**src/fsw_pkg.sv**
```systemverilog
package fsw_pkg;
  // Register offsets, bytes on the Avalon-MM slave
  localparam logic [3:0] FSW_REG_CTRL = 4'h0;
  localparam logic [3:0] FSW_REG_ADDR = 4'h4;
  localparam logic [3:0] FSW_REG_DATA = 4'h8;
  localparam logic [3:0] FSW_REG_STAT = 4'hC;
  // Command field codes in the control register
  localparam logic [2:0] FSW_CMD_READ = 3'h1;
  localparam logic [2:0] FSW_CMD_WRITE = 3'h2;
  localparam logic [2:0] FSW_CMD_CHIP_ERASE = 3'h3;
  localparam logic [2:0] FSW_CMD_POLL = 3'h4;
  localparam logic [2:0] FSW_CMD_RESET = 3'h5;
  // Status bit positions
  localparam int FSW_ST_BUSY = 0;
  localparam int FSW_ST_DONE = 1;
  localparam int FSW_ST_PASS = 2;
  localparam int FSW_ST_FAIL = 3;
  localparam int FSW_ST_DATA_LSB = 8;
  // Unlock and command bytes
  localparam logic [18:0] FSW_UNLOCK_A1 = 19'h05555;
  localparam logic [18:0] FSW_UNLOCK_A2 = 19'h02AAA;
  localparam logic [7:0] FSW_UNLOCK_D1 = 8'hAA;
  localparam logic [7:0] FSW_UNLOCK_D2 = 8'h55;
  localparam logic [7:0] FSW_ERASE_SETUP = 8'h80;
  localparam logic [7:0] FSW_CHIP_ERASE = 8'h10;
  localparam logic [7:0] FSW_RESET_CMD = 8'hF0;
  // Flag bit positions on the data bus
  localparam int FSW_POLLING_FLAG = 7;
  localparam int FSW_MAIN_TOGGLE_FLAG = 6;
  localparam int FSW_TIMEOUT_FLAG = 5;
  localparam int FSW_ERASE_REGION_TOGGLE = 2;
  // Bus timing, ns, at 50 ns clock
  localparam int FSW_CLK_NS = 50;
  localparam int FSW_ACCESS_NS = 150;
  localparam int FSW_WP_NS = 50;
  localparam int FSW_ACCESS_CYC = (FSW_ACCESS_NS + FSW_CLK_NS - 1) / FSW_CLK_NS;
  localparam int FSW_WP_CYC = (FSW_WP_NS + FSW_CLK_NS - 1) / FSW_CLK_NS;
  localparam logic [3:0] FSW_ACCESS_CNT = FSW_ACCESS_CYC[3:0];
  localparam logic [3:0] FSW_WP_CNT = FSW_WP_CYC[3:0];
  // Reset values
  localparam logic [31:0] FSW_ZERO_RST = 32'h00000000;
  typedef enum logic [3:0] {
    FSW_IDLE, FSW_W_SETUP, FSW_W_PULSE, FSW_W_HOLD,
    FSW_R_SETUP, FSW_R_WAIT, FSW_R_HOLD, FSW_DECIDE
  } fsw_state_t;
endpackage

```
**src/fsw_host.sv**
```systemverilog
// What this block does
// - Use both toggles to tell completion
// - Read toggles twice, compare, then timeout
// - Timeout high: recheck; still toggling means reset
// - Timeout low: keep polling toggles and timeout
// - Reread erase region toggle after timeout seen
// - Reread main toggle after timeout seen
// - Write only with select, write low, output high
// - Chip erase: six writes, AA 55 ... 10
`timescale 1ns/1ps
`default_nettype none
module fsw_host
  import fsw_pkg::*;
(
  input wire logic clk_in,
  input wire logic reset_n_in,
  input wire logic [3:0] avs_address_in,
  input wire logic avs_read_in,
  input wire logic avs_write_in,
  input wire logic [31:0] avs_writedata_in,
  output logic [31:0] avs_readdata_out,
  output logic avs_waitrequest_out,
  output logic [18:0] flash_addr_out,
  input wire logic [7:0] flash_dq_in,
  output logic [7:0] flash_dq_out,
  output logic flash_dq_oe_out,
  output logic flash_ce_n_out,
  output logic flash_we_n_out,
  output logic flash_oe_n_out
);
  fsw_state_t state_q;
  logic [18:0] addr_q;
  logic [7:0] wdata_q;
  logic [7:0] rdata_q;
  logic [7:0] prev_q;
  logic [7:0] dq_meta_q;
  logic [7:0] dq_sync_q;
  logic [3:0] cnt_q;
  logic [2:0] step_q;
  logic [2:0] cmd_q;
  logic [1:0] phase_q;
  logic busy_q;
  logic done_q;
  logic pass_q;
  logic fail_q;
  logic avs_ack_q;
  logic start;
  logic [7:0] first_rd;

  // Unlock sequence address for each write step of a command
  function automatic logic [18:0] seq_addr(input logic [2:0] c,
                                           input logic [2:0] s,
                                           input logic [18:0] a);
    logic [18:0] r;
    r = FSW_UNLOCK_A1;
    if (c == FSW_CMD_WRITE) begin
      r = a;
    end else if (c == FSW_CMD_CHIP_ERASE) begin
      r = (s == 3'h1 || s == 3'h4) ? FSW_UNLOCK_A2 : FSW_UNLOCK_A1;
    end
    return r;
  endfunction

  // Data byte for each write step of a command
  function automatic logic [7:0] seq_data(input logic [2:0] c,
                                          input logic [2:0] s,
                                          input logic [7:0] d);
    logic [7:0] r;
    r = d;
    if (c == FSW_CMD_RESET) begin
      r = FSW_RESET_CMD;
    end else if (c == FSW_CMD_CHIP_ERASE) begin
      case (s)
        3'h0: r = FSW_UNLOCK_D1;
        3'h1: r = FSW_UNLOCK_D2;
        3'h2: r = FSW_ERASE_SETUP;
        3'h3: r = FSW_UNLOCK_D1;
        3'h4: r = FSW_UNLOCK_D2;
        default: r = FSW_CHIP_ERASE;
      endcase
    end
    return r;
  endfunction

  // Number of write steps of a command, minus one
  function automatic logic [2:0] seq_last(input logic [2:0] c);
    logic [2:0] r;
    r = 3'h0;
    if (c == FSW_CMD_CHIP_ERASE) begin
      r = 3'h5;
    end
    return r;
  endfunction

  assign start = avs_write_in && !avs_ack_q && !busy_q &&
                 avs_address_in == FSW_REG_CTRL;
  assign first_rd = dq_sync_q;

  // Data bus input synchroniser
  always_ff @(posedge clk_in or negedge reset_n_in) begin
    if (!reset_n_in) begin
      dq_meta_q <= 8'h00;
      dq_sync_q <= 8'h00;
    end else begin
      dq_meta_q <= flash_dq_in;
      dq_sync_q <= dq_meta_q;
    end
  end

  // Avalon slave: one wait cycle, then acknowledge
  always_ff @(posedge clk_in or negedge reset_n_in) begin
    if (!reset_n_in) begin
      avs_ack_q <= 1'b0;
      avs_waitrequest_out <= 1'b1;
      avs_readdata_out <= FSW_ZERO_RST;
      addr_q <= 19'h00000;
      wdata_q <= 8'h00;
    end else begin
      avs_ack_q <= (avs_read_in || avs_write_in) && !avs_ack_q;
      avs_waitrequest_out <= !((avs_read_in || avs_write_in) && !avs_ack_q);
      if (avs_write_in && !avs_ack_q) begin
        if (avs_address_in == FSW_REG_ADDR) begin
          addr_q <= avs_writedata_in[18:0];
        end
        if (avs_address_in == FSW_REG_DATA) begin
          wdata_q <= avs_writedata_in[7:0];
        end
      end
      if (avs_read_in && !avs_ack_q) begin
        case (avs_address_in)
          FSW_REG_ADDR: avs_readdata_out <= {13'h0000, addr_q};
          FSW_REG_DATA: avs_readdata_out <= {24'h000000, wdata_q};
          FSW_REG_STAT: avs_readdata_out <= {16'h0000, rdata_q, 4'h0,
                                             fail_q, pass_q, done_q, busy_q};
          default: avs_readdata_out <= FSW_ZERO_RST;
        endcase
      end
    end
  end

  // Bus sequencer and status polling
  always_ff @(posedge clk_in or negedge reset_n_in) begin
    if (!reset_n_in) begin
      state_q <= FSW_IDLE;
      cnt_q <= 4'h0;
      step_q <= 3'h0;
      cmd_q <= 3'h0;
      phase_q <= 2'h0;
      busy_q <= 1'b0;
      done_q <= 1'b0;
      pass_q <= 1'b0;
      fail_q <= 1'b0;
      rdata_q <= 8'h00;
      prev_q <= 8'h00;
      flash_addr_out <= 19'h00000;
      flash_dq_out <= 8'h00;
      flash_dq_oe_out <= 1'b0;
      flash_ce_n_out <= 1'b1;
      flash_we_n_out <= 1'b1;
      flash_oe_n_out <= 1'b1;
    end else begin
      case (state_q)
        FSW_IDLE: begin
          if (start) begin
            cmd_q <= avs_writedata_in[2:0];
            step_q <= 3'h0;
            phase_q <= 2'h0;
            busy_q <= 1'b1;
            done_q <= 1'b0;
            pass_q <= 1'b0;
            fail_q <= 1'b0;
            state_q <= (avs_writedata_in[2:0] == FSW_CMD_READ ||
                        avs_writedata_in[2:0] == FSW_CMD_POLL) ?
                       FSW_R_SETUP : FSW_W_SETUP;
          end
        end
        FSW_W_SETUP: begin
          // Output strobe high before write strobe falls
          flash_oe_n_out <= 1'b1;
          flash_addr_out <= seq_addr(cmd_q, step_q, addr_q);
          flash_dq_out <= seq_data(cmd_q, step_q, wdata_q);
          flash_dq_oe_out <= 1'b1;
          flash_ce_n_out <= 1'b0;
          cnt_q <= FSW_WP_CNT;
          state_q <= FSW_W_PULSE;
        end
        FSW_W_PULSE: begin
          flash_we_n_out <= 1'b0;
          if (cnt_q == 4'h0) begin
            flash_we_n_out <= 1'b1;
            state_q <= FSW_W_HOLD;
          end else begin
            cnt_q <= cnt_q - 4'h1;
          end
        end
        FSW_W_HOLD: begin
          flash_ce_n_out <= 1'b1;
          flash_dq_oe_out <= 1'b0;
          if (step_q != seq_last(cmd_q)) begin
            step_q <= step_q + 3'h1;
            state_q <= FSW_W_SETUP;
          end else if (cmd_q == FSW_CMD_WRITE ||
                       cmd_q == FSW_CMD_CHIP_ERASE) begin
            state_q <= FSW_R_SETUP;
          end else begin
            // A reset sent after a failed erase must not report a pass
            busy_q <= 1'b0;
            done_q <= 1'b1;
            pass_q <= !fail_q;
            state_q <= FSW_IDLE;
          end
        end
        FSW_R_SETUP: begin
          // Each read is its own select cycle so the toggles advance
          flash_addr_out <= addr_q;
          flash_ce_n_out <= 1'b0;
          flash_oe_n_out <= 1'b0;
          cnt_q <= FSW_ACCESS_CNT + 4'h2;
          state_q <= FSW_R_WAIT;
        end
        FSW_R_WAIT: begin
          if (cnt_q == 4'h0) begin
            prev_q <= rdata_q;
            rdata_q <= first_rd;
            state_q <= FSW_R_HOLD;
          end else begin
            cnt_q <= cnt_q - 4'h1;
          end
        end
        FSW_R_HOLD: begin
          flash_ce_n_out <= 1'b1;
          flash_oe_n_out <= 1'b1;
          state_q <= (cmd_q == FSW_CMD_READ) ? FSW_IDLE : FSW_DECIDE;
          if (cmd_q == FSW_CMD_READ) begin
            busy_q <= 1'b0;
            done_q <= 1'b1;
            pass_q <= 1'b1;
          end
        end
        FSW_DECIDE: begin
          // Phase 0 primes, 1 compares, 2 rechecks after timeout
          state_q <= FSW_R_SETUP;
          if (phase_q == 2'h0) begin
            phase_q <= 2'h1;
          end else if (rdata_q[FSW_MAIN_TOGGLE_FLAG] ==
                       prev_q[FSW_MAIN_TOGGLE_FLAG] &&
                       rdata_q[FSW_ERASE_REGION_TOGGLE] ==
                       prev_q[FSW_ERASE_REGION_TOGGLE]) begin
            busy_q <= 1'b0;
            done_q <= 1'b1;
            pass_q <= 1'b1;
            state_q <= FSW_IDLE;
          end else if (phase_q == 2'h2) begin
            // Still toggling after timeout: failed, send reset
            fail_q <= 1'b1;
            cmd_q <= FSW_CMD_RESET;
            step_q <= 3'h0;
            state_q <= FSW_W_SETUP;
          end else if (rdata_q[FSW_TIMEOUT_FLAG]) begin
            phase_q <= 2'h2;
          end else begin
            phase_q <= 2'h1;
          end
        end
        default: begin
          state_q <= FSW_IDLE;
        end
      endcase
      if (state_q == FSW_W_HOLD && cmd_q == FSW_CMD_RESET &&
          fail_q) begin
        done_q <= 1'b1;
      end
    end
  end
endmodule
`default_nettype wire

```
**config.mk**
```make
export PLATFORM = sky130hd
export DESIGN_NAME = fsw_host
export DESIGN_NICKNAME = d
export VERILOG_FILES = /design/src/fsw_pkg.sv /design/src/fsw_host.sv
export SDC_FILE = /design/constraint.sdc
export NUM_CORES = 1
export LEC_CHECK = 0
export ABC_AREA = 1
export BUFFER_PORTS_ARGS = -buffer_cell sky130_fd_sc_hd__buf_4
export CAP_MARGIN = 15
export CORE_AREA = 4 4 119 121
export DETAILED_ROUTE_END_ITERATION = 7
export DIE_AREA = 0 0 123 125
export GPL_ROUTABILITY_DRIVEN = 0
export GPL_TIMING_DRIVEN = 0
export HOLD_SLACK_MARGIN = 0.05
export PLACE_DENSITY_LB_ADDON = 0.2
export RECOVER_POWER = 50
export SLEW_MARGIN = 30
export SYNTH_ARGS = -nofsm -noshare
export SYNTH_HDL_FRONTEND = slang
export SYNTH_SLANG_ARGS = --single-unit
```
**constraint.sdc**
```tcl
create_clock -name clk_in -period 1.5 [get_ports clk_in]
set_input_delay 0.15 -clock clk_in [delete_from_list [all_inputs] [get_ports clk_in]]
set_output_delay 0.15 -clock clk_in [all_outputs]
set_load 0.01 [all_outputs]
```
==> metrics.md <==
| Metric | Value |
|---|---|
| Status | finished, violations left |
| Failing checks | setup timing |
| Fin crit period | 1.51 ns |
| Proportion of power drawn by the clock network | 0.274 |
| Layout cell share with drive strength beyond 1 | 0.326 |
| Max rail drop VDD | 0.725 mV |
| Synth Instances | 624 |
| Worst setup EP type | flip-flop |
| H-Tree Level Count | 4 |
| Later-pin clock latency in the skew report | 0.41 ns |
| CTS sink cnt | 124 |
| Starting density of the core | 0.422 |
| Drt drc | 0 |
| WP data arrival | 1.85 ns |
| Routed wire length | 14,700 µm |
| Worst Max-Slew Pin Slew | 0.774 ns |
| Die Footprint | 0.0154 mm² |
| Switching portion of total power | 0.366 |
| Via count | 4,804 |
| Compound-cell area share of the yosys netlist | 0.109 |
| WL/cell | 14.9 µm |
| GRT Residual Overflow | 0 |
| Final instance area | 0.00793 mm² |
| P_int | 0.00978 W |
| Initial DRC count | 266 |
| Post-Synth Adder-Cell Area | 0.0159 |
| Clk slew on worst S/H paths | 0.06 ns |
| Final setup fails | 6 |
| Chip Height | 125 µm |
| Maximum clock frequency | 661 MHz |
| Core Region | 0.0131 mm² |
| Sequential share of the synthesized area | 0.563 |
| Worst Hold Class | input pin to flip-flop |
| CP max FO | 8 |
| Yosys warnings | 0 |
| Worst path cell trace | buf_6, nor2_4, nand2_4, o31ai_2, buf_4, buf_6, nand2_1, a21oi_2 |
| #FFs+latches synth | 124 |
| FF/Latch Area | 0.00312 mm² |
| P_sw | 0.00564 W |
| Final worst path period share | 1.01 |
| Setup CP Type | flip-flop to flip-flop |
| Hold Startpoint | avs_writedata_in[2] |
| Port bufs | 85 |
| Sequential power share | 0.327 |
| PD cells | 1940 mW/mm² |
| First-pass GRT wire length | 23,200 µm |
| Final Hold Vio Count | 0 |
| Initial antenna violation count | 0 |
| Remaining antenna violation count after routing | 0 |
| DP HPWL | 9930 µm |
| Crit Reg-Reg Startpoint | state_q[1]$_DFFE_PN0P_ |
| Crit path launch | state_q[1]$_DFFE_PN0P_ |
| # rows | 42 |
| Placed inst area | 0.00646 mm² |
| Fill cell count | 1,085 |
| CP bufs+invs | 3 |
| Combinational share of power | 0.399 |
| Reg2reg path depth | 8 |
| Crit-path max cell delay | 0.37 ns |
| Max_slew headroom | 0.484 |
| Final setup margin | -0.0124 ns |
| Multi-input logic area | 0.00232 mm² |
| Final Util | 0.606 |
| Number of global-route vias before repair | 4,716 |
| Cell count along the critical path | 8 |
| Post-synthesis xor/xnor area fraction | 0 |
| Total GRT Usage | 0.192 |
| Synthesized area per cell | 8.85 µm² |
| Clk buf depth | 2 |
| Area grow syn2layout | 43.6% |
| Worst hold path depth | 3 |
| CTS Buf Count | 17 |
| Nets@finish | 855 |
| TritonRoute pass-1 iters | 4 |
| Cell leakage power | 3.92 nW |
| RSZ-0062 raised after global routing | yes |
| CTS Root Cell | clkbuf_16 |
| Max-Cap Viols | 0 |
| Vias per Instance | 4.86 |
| Post-synthesis simple-gate area fraction | 0.229 |
| CP Launch Type | flip-flop |
| Most frequent cells in the layout | nand2_1 (184), buf_4 (117), dfrtp_1 (114) |
| IO Count | 112 |
| Mux contribution to synthesized area | 0.0122 |
| Die width | 123 µm |
| Most frequent CP cell | buf_6 |
| Max Slew Vio Count | 0 |
| N_diodes | 0 |
| Final clock skew | 0.00725 ns |
| Largest family of logic cells by synthesized area | simple AND/OR/NAND/NOR gates |
| Post-synth cell types | 38 |
| CTS tree | yes |
| Delay-heaviest family, CP | buffers and inverters |
| Largest net degree at the start of global routing | 71 |
| Slowest CP cell | dfrtp_1 |
| Mapped Area | 0.00552 mm² |
| CP required | 1.83 ns |
| Commonest non-fill, non-tap cell in the layout | nand2_1 |
[cell usage after synthesis (all sizes together)]
master | count | share of area
nand2 | 200 | 0.14
dfrtp | 120 | 0.54
inv | 56 | 0.038
nor2 | 55 | 0.043
o21ai | 53 | 0.051
nand3 | 32 | 0.031
a21oi | 30 | 0.027
buf | 23 | 0.028
ha | 7 | 0.016
o22ai | 7 | 0.0079
clkbuf | 6 | 0.0041
mux2 | 6 | 0.012
nand4 | 5 | 0.0057
a22o | 4 | 0.0063
dfstp | 4 | 0.019
a2bb2oi | 3 | 0.0048
a21o | 2 | 0.0027
o21a | 2 | 0.0027
a31oi | 1 | 0.0011
a32oi | 1 | 0.0016
and2 | 1 | 0.0016
conb | 1 | 0.00068
nor3 | 1 | 0.0029
nor4 | 1 | 0.0039
o211ai | 1 | 0.0014
o31ai | 1 | 0.0023
or2 | 1 | 0.0011
[kinds of logic (layout without fill, tap and decap cells)]
family / count (synthesis) / after routing
AND/OR/NAND/NOR: 296 / 296
buffers and inverters: 85 / 262
other: 1 / 13
adder cells (fa/ha/maj): 7 / 7
flip-flops: 124 / 124
multiplexers: 6 / 6
AO/OA/AOI/OAI: 105 / 105
[worst register-to-register path, stage by stage, from the launching register on]
cell     delay (ns)
dfrtp_1        0.37
buf_6          0.16
nor2_4         0.17
nand2_4        0.10
o31ai_2        0.10
buf_4          0.22
buf_6          0.12
nand2_1        0.07
a21oi_2        0.15
[registers in the layout, indices dropped and copies added (netlist names), 2 cells and up]
name and cells:
flash_dq_out 8, dq_meta_q 8, flash_addr_out 19, state_q 3, cnt_q 4, wdata_q 8
step_q 3, rdata_q 8, dq_sync_q 8, cmd_q 3, avs_readdata_out 19, addr_q 19
prev_q 2, phase_q 2
[cell type report]
| class | count | area share |
|---|---|---|
| Timing Repair Buffer | 146 | 0.155 |
| Buffer | 28 | 0.0252 |
| Clock buffer | 18 | 0.0554 |
| Inverter | 56 | 0.0290 |
| Clock inverter | 14 | 0.0227 |
| Sequential cell | 124 | 0.393 |
| Tap cell | 176 | 0.0278 |
| Multi-Input combinational cell | 427 | 0.292 |
[stage by stage]
stage	setup slack (ns)	total power [W]	hold WS [ns]	TNS, ns	std cells
finish	-0.0124	0.0154	0.0780	-0.0236	989
global route	-0.120	0.0164	0.0989	-5.39	989
CTS	-0.0139	0.0146	0.0722	-0.0512	975
detailed placement	-0.279	0.00959	0.0954	-10.70	898
global placement	-0.258	0.00943	0.259	-17.23	897
floorplan	0.0625	0.00793	-0.146	0	636
[layer usage]
layer	routed length, µm	vias to the layer above	track usage	part of all wire
met5	0	-	0	0
met4	398	0	0.0795	0.027
met3	815	30	0.0330	0.055
met2	7400	124	0.320	0.50
met1	6070	2290	0.248	0.41
li1	-	2360	-	-
[worst paths after layout]
check | to | slack, ns
max in group asynchronous | avs_waitrequest_out$_DFF_PN1_ | 0.18
hold reg to reg | dq_sync_q[6]$_DFF_PN0_ | 0.35
setup / recovery | flash_addr_out[14]$_DFFE_PN0P_ | -0.01
setup reg to reg | flash_addr_out[14]$_DFFE_PN0P_ | -0.01
hold / removal | wdata_q[2]$_DFFE_PN0P_ | 0.08
min in group asynchronous | cnt_q[2]$_DFFE_PN0P_ | 0.36
[what timing repair did]
action                     4_1_cts  5_1_grt
hold endpoints to repair        83        0
setup endpoints to repair       67       69
gates cloned                     0        2
gates resized for setup         50       50
buffers inserted                19       13
pin swaps                       14       13
hold buffers                    26        0
[power groups by stage]
stage          clock (W)  combinational (W)  sequential [W]
2_1_floorplan          0            0.00288         0.00504
3_3_place_gp           0            0.00444         0.00499
3_5_place_dp           0            0.00456         0.00503
4_1_cts          0.00429            0.00530         0.00501
5_1_grt          0.00445            0.00678         0.00515
6_report         0.00423            0.00615         0.00504
(Power assumes the default switching activity.)
